## src/verilog/rom_select_pkg.sv

```systemverilog
// Constants, register layout and state type for the boot ROM select decoder.
// Assumes a 26-bit linear CPU address and an 8-bit index/data register port.
package rom_select_pkg;
   // ==========================================================
   // Register port
   localparam logic [7:0] INDEX_PORT = 8'h22;
   localparam logic [7:0] DATA_PORT = 8'h23;
   localparam logic [7:0] IDX_SHADOW_CTRL = 8'h21;
   localparam logic [7:0] IDX_SEG_ATTR = 8'h22;
   localparam logic [7:0] IDX_CFG_A = 8'h23;
   localparam logic [7:0] RESET_SHADOW_CTRL = 8'h00;
   localparam logic [7:0] RESET_SEG_ATTR = 8'h00;
   localparam logic [7:0] RESET_INDEX = 8'h00;
   localparam logic [2:0] RESET_CFG_A = 3'h0;
   // ==========================================================
   // Field positions
   localparam int SH_BOOT_CACHE = 7;
   localparam int SH_TO_SOCKET = 6;
   localparam int SH_SHADOW = 5;
   localparam int SH_F_OFF = 4;
   localparam int SH_TOP_OFF = 3;
   localparam int SH_C_ON = 2;
   localparam int ATTR_CACHE_C = 7;
   localparam int ATTR_WP_C = 3;
   localparam int CFG_EARLY = 5;
   localparam int CFG_FAST = 4;
   localparam int CFG_WS_SEL = 3;
   localparam int CFG_WIDTH_LO = 1;
   localparam int CFG_STORE_LO = 3;
   // ==========================================================
   // Address map
   localparam int ADDR_W = 26;
   localparam int SEG_LO = 16;
   localparam int NUM_SEG = 4;
   localparam int SEG_F = 3;
   localparam logic [9:0] SEG_TAG_C = 10'h00c;
   localparam logic [9:0] SEG_TAG_TOP = 10'h3ff;
   localparam logic [1:0] WIDTH_32 = 2'h3;
   // ==========================================================
   // Timing
   localparam int CLK_PERIOD_NS = 40;
   localparam int FAST_MAX_MHZ = 33;
   localparam int ISA_MIN_NS = 120;
   localparam int ISA_MIN_CYCLES = (ISA_MIN_NS + CLK_PERIOD_NS - 1) / CLK_PERIOD_NS;
   localparam int WAIT_W = 3;
   typedef enum logic [1:0] {ST_IDLE, ST_FAST, ST_ISA, ST_DONE} access_state_t;
endpackage

```

## src/verilog/segment_attr.sv

```systemverilog
// Decode and attribute gating for one legacy 64 KB segment.
// Assumes the caller supplies the upper address field and the segment's control bits.
`timescale 1ns/100ps
module segment_attr #(
   parameter logic [9:0] SEG_TAG = 10'h00c
) (
   // Address
   input wire logic [9:0] segField,
   // Controls
   input wire logic decodeOn,
   input wire logic cacheBit,
   input wire logic protectBit,
   // Results
   output logic hit,
   output logic active,
   output logic cacheable,
   output logic protect
);
   // ==========================================================
   // Attributes only count while the segment is decoded
   always_comb begin
      hit = (segField == SEG_TAG);
      active = hit && decodeOn;
      cacheable = active && cacheBit;
      protect = active && protectBit;
   end
endmodule

```

## src/verilog/wait_counter.sv

```systemverilog
// Down counter for wait states of one ROM access.
// Assumes load is a single-cycle strobe from the access state machine.
`timescale 1ns/100ps
module wait_counter #(
   parameter int W = 3
) (
   // Clock and reset
   input wire logic clk,
   input wire logic rst,
   // Control
   input wire logic load,
   input wire logic [W-1:0] loadValue,
   // Status
   output logic expired
);
   logic [W-1:0] count_r;

   // ==========================================================
   // Counter
   always_ff @(posedge clk) begin
      if (rst) begin
         count_r <= '0;
      end else if (load) begin
         count_r <= loadValue;
      end else if (count_r != '0) begin
         count_r <= count_r - 1'b1;
      end
   end

   assign expired = (count_r == '0);
endmodule

```

## src/verilog/rom_select_decode_shadow.sv

```systemverilog
// Boot ROM select decode, shadowing, segment attributes and access timing.
// Assumes one CPU request at a time and an index/data I/O port from the core.
`timescale 1ns/100ps
module rom_select_decode_shadow (
   // Clock and reset
   input wire logic clk,
   input wire logic rst,
   // Register port
   input wire logic ioWrite,
   input wire logic ioRead,
   input wire logic [7:0] ioAddr,
   input wire logic [7:0] ioWrData,
   output logic [7:0] ioRdData_r,
   // Straps and core status
   input wire logic [1:0] bootRomWidthStrap,
   input wire logic coreSoftReset,
   input wire logic systemManagementState,
   // CPU memory request
   input wire logic memReq,
   input wire logic [rom_select_pkg::ADDR_W-1:0] memAddr,
   input wire logic memWrite,
   input wire logic memBurst,
   input wire logic memBurstBeat,
   input wire logic secondRomSpace,
   input wire logic memoryMappingWindowHit,
   input wire logic [2:0] nonBurstWaitCount,
   input wire logic [1:0] burstWaitCount,
   input wire logic romCommand,
   input wire logic ioChannelReady,
   output logic memDone_r,
   // Routing and attributes
   output logic bootRomSelect_r,
   output logic secondRomSelect_r,
   output logic cardSocketSelect_r,
   output logic dramSelect_r,
   output logic isaSelect_r,
   output logic mappingWindowSelect_r,
   output logic cacheable_r,
   output logic writeInhibit_r,
   output logic fastMode_r,
   output logic burstTiming_r
);
   logic [7:0] index_r;
   logic [7:0] shadowCtrl_r;
   logic [7:0] segAttr_r;
   logic [2:0] cfgA_r;
   logic [1:0] widthStrap_r;
   rom_select_pkg::access_state_t state_r;
   rom_select_pkg::access_state_t state_nxt;
   logic [9:0] segField;
   logic [rom_select_pkg::NUM_SEG-1:0] segOn, segHit, segActive, segCache, segProt;
   logic topHit, topRom, topCache, anySegHit, anySegActive;
   logic romDecode, dramDecode, isaDecode, mmsDecode;
   logic cacheDecode, protectDecode, fastDecode, burstDecode, externalCycle;
   logic [rom_select_pkg::WAIT_W-1:0] waitLoad;
   logic accept, counterLoad, counterExpired, dataWrite;
   logic romDecodeHeld_r;

   // ==========================================================
   // Register port
   assign dataWrite = ioWrite && (ioAddr == rom_select_pkg::DATA_PORT);

   always_ff @(posedge clk) begin
      if (rst) begin
         index_r <= rom_select_pkg::RESET_INDEX;
      end else if (ioWrite && ioAddr == rom_select_pkg::INDEX_PORT) begin
         index_r <= ioWrData;
      end
   end

   always_ff @(posedge clk) begin
      if (rst) begin
         shadowCtrl_r <= rom_select_pkg::RESET_SHADOW_CTRL;
      end else begin
         if (dataWrite && index_r == rom_select_pkg::IDX_SHADOW_CTRL) begin
            shadowCtrl_r <= ioWrData;
         end
         // Hardware clear wins over a write in the same cycle
         if (coreSoftReset) begin
            shadowCtrl_r[rom_select_pkg::SH_TOP_OFF] <= 1'b0;
         end
      end
   end

   always_ff @(posedge clk) begin
      if (rst) begin
         segAttr_r <= rom_select_pkg::RESET_SEG_ATTR;
         cfgA_r <= rom_select_pkg::RESET_CFG_A;
      end else if (dataWrite && index_r == rom_select_pkg::IDX_SEG_ATTR) begin
         segAttr_r <= ioWrData;
      end else if (dataWrite && index_r == rom_select_pkg::IDX_CFG_A) begin
         cfgA_r <= ioWrData[rom_select_pkg::CFG_EARLY:rom_select_pkg::CFG_STORE_LO];
      end
   end

   // Strap is sampled on every clock while reset is held, so its last value stays
   always_ff @(posedge clk) begin
      if (rst) begin
         widthStrap_r <= bootRomWidthStrap;
      end
   end

   always_ff @(posedge clk) begin
      if (rst) begin
         ioRdData_r <= 8'h00;
      end else if (ioRead && ioAddr == rom_select_pkg::INDEX_PORT) begin
         ioRdData_r <= index_r;
      end else if (ioRead && ioAddr == rom_select_pkg::DATA_PORT) begin
         case (index_r)
            rom_select_pkg::IDX_SHADOW_CTRL: ioRdData_r <= shadowCtrl_r;
            rom_select_pkg::IDX_SEG_ATTR: ioRdData_r <= segAttr_r;
            rom_select_pkg::IDX_CFG_A: ioRdData_r <= {2'h0, cfgA_r, widthStrap_r, 1'b0};
            default: ioRdData_r <= 8'h00;
         endcase
      end
   end

   // ==========================================================
   // Segment decode
   assign segField = memAddr[rom_select_pkg::ADDR_W-1:rom_select_pkg::SEG_LO];
   // F uses an inverted disable bit; C, D and E use enables; bit n is segment n from C up
   assign segOn = {~shadowCtrl_r[rom_select_pkg::SH_F_OFF],
                   shadowCtrl_r[rom_select_pkg::SH_C_ON-2],
                   shadowCtrl_r[rom_select_pkg::SH_C_ON-1],
                   shadowCtrl_r[rom_select_pkg::SH_C_ON]};

   genvar gi;
   generate
      for (gi = 0; gi < rom_select_pkg::NUM_SEG; gi++) begin : g_seg
         segment_attr #(
            .SEG_TAG(rom_select_pkg::SEG_TAG_C + 10'(gi))
         ) u_seg (
            .segField(segField),
            .decodeOn(segOn[gi]),
            .cacheBit(segAttr_r[rom_select_pkg::ATTR_CACHE_C-gi]),
            .protectBit(segAttr_r[rom_select_pkg::ATTR_WP_C-gi]),
            .hit(segHit[gi]),
            .active(segActive[gi]),
            .cacheable(segCache[gi]),
            .protect(segProt[gi])
         );
      end
   endgenerate

   // ==========================================================
   // Routing decision
   always_comb begin
      topHit = (segField == rom_select_pkg::SEG_TAG_TOP);
      topRom = topHit && !shadowCtrl_r[rom_select_pkg::SH_TOP_OFF];
      topCache = topRom && shadowCtrl_r[rom_select_pkg::SH_BOOT_CACHE];
      anySegHit = |segHit;
      anySegActive = |segActive;
      if (segHit[rom_select_pkg::SEG_F] && systemManagementState) begin
         romDecode = 1'b0;
         dramDecode = 1'b1;
      end else begin
         romDecode = topRom ||
                     (anySegActive && !shadowCtrl_r[rom_select_pkg::SH_SHADOW]);
         dramDecode = (anySegActive && shadowCtrl_r[rom_select_pkg::SH_SHADOW]) ||
                      (topHit && !topRom && !memoryMappingWindowHit);
      end
      // Undecoded segments fall to a mapping window if one claims them, else ISA
      mmsDecode = memoryMappingWindowHit && !romDecode && !dramDecode;
      isaDecode = anySegHit && !romDecode && !dramDecode && !memoryMappingWindowHit;
      cacheDecode = topCache || (|segCache);
      protectDecode = memWrite && (|segProt);
      fastDecode = cfgA_r[rom_select_pkg::CFG_FAST-rom_select_pkg::CFG_STORE_LO] ||
                   (widthStrap_r == rom_select_pkg::WIDTH_32);
      burstDecode = cfgA_r[rom_select_pkg::CFG_WS_SEL-rom_select_pkg::CFG_STORE_LO] &&
                    memBurst && cacheDecode && fastDecode;
      externalCycle = romDecode || (secondRomSpace && !romDecode);
      if (!fastDecode) begin
         waitLoad = rom_select_pkg::WAIT_W'(rom_select_pkg::ISA_MIN_CYCLES);
      end else if (burstDecode && memBurstBeat) begin
         waitLoad = {1'b0, burstWaitCount};
      end else begin
         waitLoad = nonBurstWaitCount;
      end
   end

   // ==========================================================
   // Access sequencing
   assign accept = memReq && (state_r == rom_select_pkg::ST_IDLE);
   assign counterLoad = accept && externalCycle;

   wait_counter #(
      .W(rom_select_pkg::WAIT_W)
   ) u_wait (
      .clk(clk),
      .rst(rst),
      .load(counterLoad),
      .loadValue(waitLoad),
      .expired(counterExpired)
   );

   always_comb begin
      state_nxt = state_r;
      case (state_r)
         rom_select_pkg::ST_IDLE: begin
            if (accept && externalCycle && fastDecode) begin
               state_nxt = rom_select_pkg::ST_FAST;
            end else if (accept && externalCycle) begin
               state_nxt = rom_select_pkg::ST_ISA;
            end else if (accept) begin
               state_nxt = rom_select_pkg::ST_DONE;
            end
         end
         rom_select_pkg::ST_FAST: begin
            if (counterExpired) begin
               state_nxt = rom_select_pkg::ST_DONE;
            end
         end
         rom_select_pkg::ST_ISA: begin
            if (counterExpired && ioChannelReady) begin
               state_nxt = rom_select_pkg::ST_DONE;
            end
         end
         rom_select_pkg::ST_DONE: state_nxt = rom_select_pkg::ST_IDLE;
         default: state_nxt = rom_select_pkg::ST_IDLE;
      endcase
   end

   always_ff @(posedge clk) begin
      if (rst) begin
         state_r <= rom_select_pkg::ST_IDLE;
      end else begin
         state_r <= state_nxt;
      end
   end

   // Protected writes finish like any other; only the write strobe is held off
   always_ff @(posedge clk) begin
      if (rst) begin
         memDone_r <= 1'b0;
      end else begin
         memDone_r <= (state_nxt == rom_select_pkg::ST_DONE);
      end
   end

   // ==========================================================
   // Routing and attribute outputs, held for the whole access
   always_ff @(posedge clk) begin
      if (rst || state_nxt == rom_select_pkg::ST_IDLE) begin
         dramSelect_r <= 1'b0;
         isaSelect_r <= 1'b0;
         mappingWindowSelect_r <= 1'b0;
         cardSocketSelect_r <= 1'b0;
         secondRomSelect_r <= 1'b0;
         cacheable_r <= 1'b0;
         writeInhibit_r <= 1'b0;
         fastMode_r <= 1'b0;
         burstTiming_r <= 1'b0;
      end else if (accept) begin
         dramSelect_r <= dramDecode;
         isaSelect_r <= isaDecode;
         mappingWindowSelect_r <= mmsDecode;
         cardSocketSelect_r <= secondRomSpace && !romDecode &&
                               shadowCtrl_r[rom_select_pkg::SH_TO_SOCKET];
         secondRomSelect_r <= secondRomSpace && !romDecode &&
                              !shadowCtrl_r[rom_select_pkg::SH_TO_SOCKET];
         cacheable_r <= cacheDecode;
         writeInhibit_r <= protectDecode;
         fastMode_r <= fastDecode;
         burstTiming_r <= burstDecode;
      end
   end

   // Early select follows raw decode; otherwise it waits one edge and, slow, the command
   always_ff @(posedge clk) begin
      if (rst || state_nxt == rom_select_pkg::ST_IDLE) begin
         bootRomSelect_r <= 1'b0;
      end else if (accept) begin
         bootRomSelect_r <= romDecode &&
                            cfgA_r[rom_select_pkg::CFG_EARLY-rom_select_pkg::CFG_STORE_LO];
      end else if (romDecodeHeld_r) begin
         bootRomSelect_r <= cfgA_r[rom_select_pkg::CFG_EARLY-rom_select_pkg::CFG_STORE_LO] ||
                            fastMode_r || romCommand;
      end
   end

   always_ff @(posedge clk) begin
      if (rst || state_nxt == rom_select_pkg::ST_IDLE) begin
         romDecodeHeld_r <= 1'b0;
      end else if (accept) begin
         romDecodeHeld_r <= romDecode;
      end
   end

   // ==========================================================
   // Checks
   logic topOff, shadowOn, earlyOn;
   assign topOff = shadowCtrl_r[rom_select_pkg::SH_TOP_OFF];
   assign shadowOn = shadowCtrl_r[rom_select_pkg::SH_SHADOW];
   assign earlyOn = cfgA_r[rom_select_pkg::CFG_EARLY-rom_select_pkg::CFG_STORE_LO];

   property p_top_cache;
      @(posedge clk) disable iff (rst)
      accept && topHit && !topOff |=> cacheable_r == $past(shadowCtrl_r[7]);
   endproperty
   a_top_cache: assert property (p_top_cache) else $error("top cache wrong");

   property p_socket;
      @(posedge clk) disable iff (rst)
      accept && secondRomSpace && !romDecode && shadowCtrl_r[6]
      |=> cardSocketSelect_r && !secondRomSelect_r;
   endproperty
   a_socket: assert property (p_socket) else $error("second ROM not redirected");

   property p_shadow;
      @(posedge clk) disable iff (rst)
      accept && anySegActive && shadowOn && !topHit |=> dramSelect_r && !bootRomSelect_r;
   endproperty
   a_shadow: assert property (p_shadow) else $error("shadow not to DRAM");

   property p_smm;
      @(posedge clk) disable iff (rst)
      accept && segHit[3] && systemManagementState |=> dramSelect_r [*1] ##1 !bootRomSelect_r;
   endproperty
   a_smm: assert property (p_smm) else $error("SYSTEM_MANAGEMENT_STATE F access not DRAM");

   property p_top_rom;
      @(posedge clk) disable iff (rst)
      accept && topHit && !topOff && earlyOn |=> bootRomSelect_r && !dramSelect_r;
   endproperty
   a_top_rom: assert property (p_top_rom) else $error("top region lost ROM");

   property p_top_off;
      @(posedge clk) disable iff (rst)
      accept && topHit && topOff |=> !bootRomSelect_r [*2];
   endproperty
   a_top_off: assert property (p_top_off) else $error("ROM select in disabled top");

   property p_soft_reset;
      @(posedge clk) disable iff (rst)
      coreSoftReset |=> !topOff;
   endproperty
   a_soft_reset: assert property (p_soft_reset) else $error("soft reset kept top off");

   property p_ignore_attr;
      @(posedge clk) disable iff (rst)
      accept && !anySegActive && !topHit |=> !writeInhibit_r && !cacheable_r;
   endproperty
   a_ignore_attr: assert property (p_ignore_attr) else $error("attribute on idle seg");

   property p_late_select;
      @(posedge clk) disable iff (rst)
      accept && romDecode && !earlyOn && fastDecode |=> !bootRomSelect_r ##1 bootRomSelect_r;
   endproperty
   a_late_select: assert property (p_late_select) else $error("select timing wrong");

   property p_strap_fast;
      @(posedge clk) disable iff (rst)
      accept && widthStrap_r == 2'h3 |=> fastMode_r;
   endproperty
   a_strap_fast: assert property (p_strap_fast) else $error("32-bit not fast");

   property p_isa_wait;
      @(posedge clk) disable iff (rst)
      state_r == rom_select_pkg::ST_ISA && !ioChannelReady |=> !memDone_r;
   endproperty
   a_isa_wait: assert property (p_isa_wait) else $error("ISA cycle ended early");

   property p_burst;
      @(posedge clk) disable iff (rst)
      burstTiming_r |-> fastMode_r && cacheable_r;
   endproperty
   a_burst: assert property (p_burst) else $error("burst without fast cache");

   property p_fast_zero;
      @(posedge clk) disable iff (rst)
      accept && externalCycle && fastDecode && waitLoad == 3'h0 |=> ##1 memDone_r;
   endproperty
   a_fast_zero: assert property (p_fast_zero) else $error("fast access too long");

   c_boot: cover property (@(posedge clk) accept && romDecode);
   c_shadow: cover property (@(posedge clk) accept && dramDecode && anySegActive);
   c_isa_wait: cover property (@(posedge clk) state_r == rom_select_pkg::ST_ISA && !ioChannelReady);
   c_burst: cover property (@(posedge clk) burstTiming_r && memDone_r);
endmodule

```

## config.mk

```make
export PLATFORM = sky130hd
export DESIGN_NAME = rom_select_decode_shadow
export DESIGN_NICKNAME = d
export VERILOG_FILES = /design/src/verilog/rom_select_pkg.sv /design/src/verilog/segment_attr.sv /design/src/verilog/wait_counter.sv /design/src/verilog/rom_select_decode_shadow.sv
export SDC_FILE = /design/constraint.sdc
export NUM_CORES = 1
export LEC_CHECK = 0
export ABC_CLOCK_PERIOD_IN_PS = 2230
export BUFFER_PORTS_ARGS = -buffer_cell sky130_fd_sc_hd__buf_2
export CAP_MARGIN = 25
export CORE_MARGIN = 2
export CORE_UTILIZATION = 40
export DETAILED_ROUTE_END_ITERATION = 8
export GPL_TIMING_DRIVEN = 0
export HOLD_SLACK_MARGIN = 0.03
export MAX_ROUTING_LAYER = met4
export PLACE_DENSITY = 0.66
export RECOVER_POWER = 100
export SYNTH_ARGS = -nofsm -noshare
export SYNTH_HDL_FRONTEND = slang
export SYNTH_SLANG_ARGS = --single-unit
```

## constraint.sdc

```tcl
create_clock -name clk -period 2.23 [get_ports clk]
set_input_delay 0.446 -clock clk [delete_from_list [all_inputs] [get_ports clk]]
set_output_delay 0.446 -clock clk [all_outputs]
set_load 0.005 [all_outputs]
```

== Word level (Yosys, flattened, before mapping) ==
Cells that the tools add are included.
Storage, ports and cells
  flip-flop bits (word level): 54
  latch bits: 0
  RAM bits: 0
  memory bits (read-only): 0
  output and inout bits: 19
  word-level logic and storage cells: 128
  memories: 0
Cells by class
  add/sub/neg operators: 1
  multipliers: 0
  divide/modulo/power cells: 0
  magnitude comparators: 0
  equality and inequality tests: 15
  shift-type cells: 0
  multiplexer cells: 17
  bitwise operators: 2
  reduce and logical (&&, ||, !) cells: 72
Operator list (number)
  logical AND 1 bit: 44
  equality test 10 x 4 -> 1 bit (second input constant): 4
  equality test 8 x 6 -> 1 bit (second input constant): 5
  one-hot mux 8 bit (3 select lines): 1
  two-way mux 8 bit: 2
  OR reduction 4 bit: 4
  two-way mux 3 bit: 4
  equality test 10 bit (second input constant): 1
  two-way mux 2 bit: 5
  equality test 2 bit (second input constant): 4
  logical OR 1 bit: 8
  one-hot mux 2 bit (4 select lines): 1
  logical NOT 1 bit: 7
  nonzero test 2 bit: 3
  logical NOT 2 bit: 2
  two-way mux 1 bit: 4
  logical NOT 3 bit: 1
  nonzero test 3 bit: 1
  subtractor 3 x 1 -> 3 bit (second input constant): 1
  equality test 2 x 1 -> 1 bit (second input constant): 1
  NOT 1 bit: 2
  AND reduction 2 bit: 1
  OR reduction 2 bit: 1

== Logic depth before layout (Yosys ltp) ==
  depth in word-level cells: 15
  gate-level depth with buffers: 9
  mapped depth without buffers: 8

== Hierarchy ==
A second synthesis with hierarchy kept.
Unflattened totals
  cells, all modules: 332
  area, all modules: 2847.7 um2
By module, submodules not included
  rom_select_decode_shadow: times used 1, cells an instance 270, area each 2402.3 um2, seq. area each 1041.0 um2
  wait_counter: times used 1, cells an instance 22, area each 206.4 um2, seq. area each 60.1 um2
  segment_attr (g_seg[1].u_seg ...): times used 2, cells an instance 10, area each 60.1 um2, seq. area each 0.0 um2
  segment_attr (g_seg[3].u_seg): times used 1, cells an instance 10, area each 61.3 um2, seq. area each 0.0 um2
  segment_attr (g_seg[0].u_seg): times used 1, cells an instance 10, area each 57.6 um2, seq. area each 0.0 um2

== Worst setup path before layout ==
Ideal clock, no wire load.
  kind: input to register
  start point: input memAddr[23] in the netlist's numbering
  end point: register secondRomSelect_r
  setup time: 70 ps
  arrival time: 2324 ps
  setup slack: -164 ps
  cell stages on the path: 7
  cell sequence: or4_4 -> or4_4 -> buf_6 -> nor2_1 -> a21oi_2 -> or4_1 -> a21oi_1
On the way
  word-level cells in the longest chain between the ends: 15
  elaborated cells on any way between the ends: 26
RTL lines
  start, declared: line rom_select_decode_shadow.sv:20  | input wire logic [rom_select_pkg::ADDR_W-1:0] memAddr,
  equality test 10 x 4 -> 1 bit: line segment_attr.sv:22  | hit = (segField == SEG_TAG);
  logical AND 1 bit: line segment_attr.sv:23  | active = hit && decodeOn;
  OR reduction 4 bit: line rom_select_decode_shadow.sv:152  | anySegActive = |segActive;
  logical AND 1 bit: line rom_select_decode_shadow.sv:158  | (anySegActive && !shadowCtrl_r[rom_select_pkg::SH_SHADOW]);
  logical OR 1 bit: line rom_select_decode_shadow.sv:157  | romDecode = topRom ||
  two-way mux 1 bit *: line rom_select_decode_shadow.sv:153  | if (segHit[rom_select_pkg::SEG_F] && systemManagementState) begin
  logical NOT 1 bit: line rom_select_decode_shadow.sv:171, rom_select_decode_shadow.sv:259
  logical AND 1 bit: line rom_select_decode_shadow.sv:171, rom_select_decode_shadow.sv:259
  logical OR 1 bit: line rom_select_decode_shadow.sv:171  | externalCycle = romDecode || (secondRomSpace && !romDecode);
  logical AND 1 bit: line rom_select_decode_shadow.sv:200, rom_select_decode_shadow.sv:202
  two-way mux 2 bit / logical AND 1 bit (equally long branches): line rom_select_decode_shadow.sv:202, rom_select_decode_shadow.sv:200
  two-way mux 2 bit: line rom_select_decode_shadow.sv:200  | if (accept && externalCycle && fastDecode) begin
  one-hot mux 2 bit (4 select lines): line rom_select_decode_shadow.sv:198  | case (state_r)
  logical NOT 2 bit: line rom_select_decode_shadow.sv:243  | if (rst || state_nxt == rom_select_pkg::ST_IDLE) begin
  logical OR 1 bit: line rom_select_decode_shadow.sv:243
  end signal, assigned: line rom_select_decode_shadow.sv:259  | secondRomSelect_r <= secondRomSpace && !romDecode &&
  end, declared: line rom_select_decode_shadow.sv:33  | output logic secondRomSelect_r,
Every way passes the cells marked *; elsewhere a longest branch is shown, timed or not.
A chain may end at the register's enable or synchronous reset.

== Worst setup path after layout ==
  start point: input memAddr[23] in the netlist's numbering
  end point: register u_wait.count_r[2]
On the way
  word-level cells in the longest chain between the ends: 11
  elaborated cells on any way between the ends: 33
RTL lines
  equality test 10 x 4 -> 1 bit: line segment_attr.sv:22
  logical AND 1 bit: line segment_attr.sv:23
  logical AND 1 bit / OR reduction 4 bit (equally long branches): line segment_attr.sv:24, rom_select_decode_shadow.sv:152
  OR reduction 4 bit / logical AND 1 bit (equally long branches): line rom_select_decode_shadow.sv:165, rom_select_decode_shadow.sv:158
  logical OR 1 bit (on tied branches): line rom_select_decode_shadow.sv:165, rom_select_decode_shadow.sv:157
  logical AND 1 bit / two-way mux 1 bit (equally long branches): line rom_select_decode_shadow.sv:170, rom_select_decode_shadow.sv:153
  logical AND 1 bit / logical NOT 1 bit (equally long branches): line rom_select_decode_shadow.sv:170, rom_select_decode_shadow.sv:171
  logical AND 1 bit (on tied branches): line rom_select_decode_shadow.sv:174, rom_select_decode_shadow.sv:171
  two-way mux 3 bit / logical OR 1 bit (equally long branches): line rom_select_decode_shadow.sv:174, rom_select_decode_shadow.sv:171
  two-way mux 3 bit / logical AND 1 bit (equally long branches): line rom_select_decode_shadow.sv:172, rom_select_decode_shadow.sv:184
  two-way mux 3 bit / nonzero test 2 bit (equally long branches)
  end signal, assigned: line wait_counter.sv:24  | count_r <= loadValue;
  end signal, assigned: line wait_counter.sv:26  | count_r <= count_r - 1'b1;
  end, declared: line wait_counter.sv:16  | logic [W-1:0] count_r;
Parallel ways exist; a longest one is shown, timed or not.

==> flow_metrics.env <==
export IMPL_power_frac_seq=0.475
export IMPL_grt_overflow_total=0
export IMPL_slowest_stage="or4_4"
export IMPL_viasPerCell=5.40
export IMPL_synth_cell_area_um2=2730
export IMPL_critPathArrivalTime_ns=2.58
export IMPL_multi_input_area_um2=1620
export IMPL_synth_main_ff_cell="dfxtp_1"
export IMPL_combPwrFrac=0.218
export IMPL_clkSlewWorstSetupHoldPaths_ns=0.09
export IMPL_r2r_cells=7
export IMPL_synth_cells=309
export IMPL_place_gp_congestion=0.895
export IMPL_p_int_mw=1.60
export IMPL_total_power_mw=2.20
export IMPL_initial_core_util=0.409
export IMPL_violations="setup timing"
export IMPL_reg2reg_from="index_r[7]"
export IMPL_grt_setup_unrepaired="yes"
export IMPL_clockPowerShare=0.307
export IMPL_die_w_um=86.6
export IMPL_hp_start="coreSoftReset"
export IMPL_cp_required_ns=2.47
export IMPL_insertion_delay_ns=0.31
export IMPL_holdBufCountCts=0
export IMPL_r2r_end="shadowCtrl_r[4]"
export IMPL_status="finished, violations left"
export IMPL_seqCellArea_um2=1100
export IMPL_critPathMaxStageDelay_ns=0.55
export IMPL_cts_buffers=5
export IMPL_tritoncts="built"
export IMPL_syn_avg_cell_area_um2=8.84
export IMPL_cap_violations=0
export IMPL_clock_skew_ns=0.00708
export IMPL_grt_pass1_wl_um=11400
export IMPL_cellPowerDensity_nw_per_um2=627
export IMPL_first_pass_iters=5
export IMPL_route_detailed_drc=0
export IMPL_endpoint_kind="register"
export IMPL_antenna_found_initial=0
export IMPL_vias=2565
export IMPL_cts_root_buf="clkbuf_8"
export IMPL_switching_share=0.273
export IMPL_synth_edf_count=2
export IMPL_yosysWarnings=0
export IMPL_synth_fp_nets=374
export IMPL_tightest_slew_ns=0.695
export IMPL_vdd_ir_drop_max_uv=297
export IMPL_track_usage=0.198
export IMPL_synthDistinctLibCells=56
export IMPL_core_area_um2=6680
export IMPL_wirelength_um=7290
export IMPL_die_area_um2=7510
export IMPL_ys_seq_area_frac=0.403
export IMPL_layout_cells_non_filler=475
export IMPL_dp_cells=453
export IMPL_clk_path_buf_depth=2
export IMPL_p_leak_nw=1.29
export IMPL_fp_row_count=30
export IMPL_grt_pass1_vias=2323
export IMPL_finalSetupViolCount=15
export IMPL_async_flop_share=0
export IMPL_layout_setup_ws_ns=-0.107
export IMPL_portBuffers=63
export IMPL_grt_max_degree=16
export IMPL_crit_chain="clkbuf_1, or4_4, nor4_4, a31oi_4, a211o_1, or4b_4, a21oi_2"
export IMPL_dieHeight_um=86.6
export IMPL_period_share=1.05
export IMPL_clock_sinks=54
export IMPL_p_sw_mw=0.601
export IMPL_cp_start_kind="primary input"
export IMPL_drt_iter0_markers=127
export IMPL_synth_seq_cells=54
export IMPL_holdCritPathClass="primary input to register"
export IMPL_r2r_slack_ns=-0.03
export IMPL_period_needed_ns=2.34
export IMPL_ant_nets=0
export IMPL_hold_violations=0
export IMPL_wl_per_cell_um=15.3
export IMPL_relSlewSlack=0.537
export IMPL_crit_fanout=3
export IMPL_synthToLayoutAreaGrowth_pct=28.7
export IMPL_hold_end="shadowCtrl_r[3]"
export IMPL_fillers=634
export IMPL_antennaDiodeCount=0
export IMPL_max_freq_mhz=428
export IMPL_io_pins=82
export IMPL_drive_above_1_share=0.319
export IMPL_whs_path_depth=2
export IMPL_fin_nets=460
export IMPL_htreeDepth=2
export IMPL_post_dp_hpwl_um=5330
export IMPL_path_class="primary input to register"
export IMPL_slew_viol_final=0
-- layout make-up --
type / count / area share
Tap cell: 80 / 0.0285
Inverter: 17 / 0.0192
Clock buffer: 6 / 0.0235
Sequential cell: 54 / 0.314
Timing Repair Buffer: 80 / 0.125
Clock inverter: 1 / 0.00854
Buffer: 15 / 0.0210
Multi-Input combinational cell: 222 / 0.460
-- synthesized netlist by cell type, drive strengths merged (3+ instances only) --
| cell type | count | area (µm²) |
|---|---|---|
| dfxtp | 52 | 1040 |
| mux2i | 31 | 310 |
| clkbuf | 13 | 48.8 |
| or4 | 6 | 52.6 |
| nand2b | 4 | 25.0 |
| o221ai | 8 | 70.1 |
| nand2 | 21 | 78.8 |
| inv | 16 | 60.1 |
| a22oi | 4 | 30.0 |
| a21oi | 22 | 133 |
| nand3 | 6 | 30.0 |
| nor2 | 56 | 210 |
| nor3 | 3 | 15.0 |
| a31oi | 4 | 25.0 |
| nand4 | 5 | 31.3 |
| nor4 | 4 | 67.6 |
| o21ai | 11 | 55.1 |
| buf | 3 | 27.5 |
-- how the worst max path moves through the flow --
stage                           start                 to  slack (ns)  cells after the start
after floorplan           memAddr[23]  secondRomSelect_r       -0.14                      7
after global placement    memAddr[23]  u_wait.count_r[0]       -0.42                      8
after detailed placement  memAddr[23]  u_wait.count_r[1]       -0.48                      8
after CTS                  index_r[7]       segAttr_r[7]       -0.06                      6
after global routing      memAddr[23]  u_wait.count_r[2]       -0.15                      7
final                     memAddr[23]  u_wait.count_r[2]       -0.11                      7
-- registers in the layout, summed over array words and instances, names as in the netlist, 2 cells and up --
register        count
cfgA_r              3
index_r             8
ioRdData_r          8
segAttr_r           8
shadowCtrl_r        8
state_r             2
u_wait.count_r      3
widthStrap_r        2
-- per-stage QoR --
stage	TNS [ns]	setup slack (ns)	hold WS, ns	cell area, µm²	utilization
after global routing	-2.42	-0.148	0.302	3510	0.526
after global placement	-9.10	-0.423	0.439	3170	0.474
after CTS	-0.593	-0.0620	0.298	3390	0.507
after floorplan	-1.77	-0.139	0.452	2750	-
after detailed placement	-11.06	-0.479	0.444	3170	0.475
final	-0.487	-0.107	0.293	3510	0.526
-- cell usage in the layout (no fill, tap or decap), drive strengths merged, types with 2 or more instances in the layout --
| cell type | instances |
|---|---|
| buf | 73 |
| nor2 | 56 |
| dfxtp | 52 |
| mux2i | 31 |
| clkbuf | 28 |
| a21oi | 22 |
| nand2 | 21 |
| inv | 16 |
| o21ai | 11 |
| o221ai | 8 |
| nand3 | 6 |
| or4 | 6 |
| nand4 | 5 |
| nand2b | 4 |
| a22oi | 4 |
| nor4 | 4 |
| a31oi | 4 |
| nor3 | 3 |
| nor3b | 2 |
| mux4 | 2 |
| or2 | 2 |
| or4b | 2 |
| a221oi | 2 |
| ha | 2 |
| edfxtp | 2 |
| o41ai | 2 |
| o22ai | 2 |
-- cells by family after synthesis --
family / synth area share
fa+ha+maj: 0.00916
flops: 0.403
compound gates: 0.172
mux: 0.134
simple gates: 0.227
buf+inv: 0.0513
xor+xnor: 0.00321
-- critical path: cells and delay by family --
family,cells,cell delay (ns)
simple gates,3,1.45
buf+inv,1,0.09
compound gates,3,0.59
-- per-layer routing --
metal | GRT usage | routed length, µm | up-vias
met1 | 0.254 | 3280 | 1190
met4 | 0.0526 | 76 | 0
met5 | - | 0 | -
li1 | - | - | 1289
met2 | 0.324 | 3590 | 77
met3 | 0.0352 | 338 | 9
-- power by group through the flow --
stage	Clock [mW]	Combinational, mW	Sequential [mW]
5_1_grt	0.718	0.536	1.06
2_1_floorplan	0	0.275	1.07
3_5_place_dp	0	0.405	1.07
3_3_place_gp	0	0.392	1.07
4_1_cts	0.681	0.425	1.05
6_report	0.676	0.480	1.05
-- what timing repair did --
action / CTS / global route
endpoints found under the setup margin: 27 / 49
buffers inserted: 7 / 7
pin swaps: 6 / 11
resized for setup: 14 / 21
cloned: 1 / 1
Power figures use the tool's default switching activity.
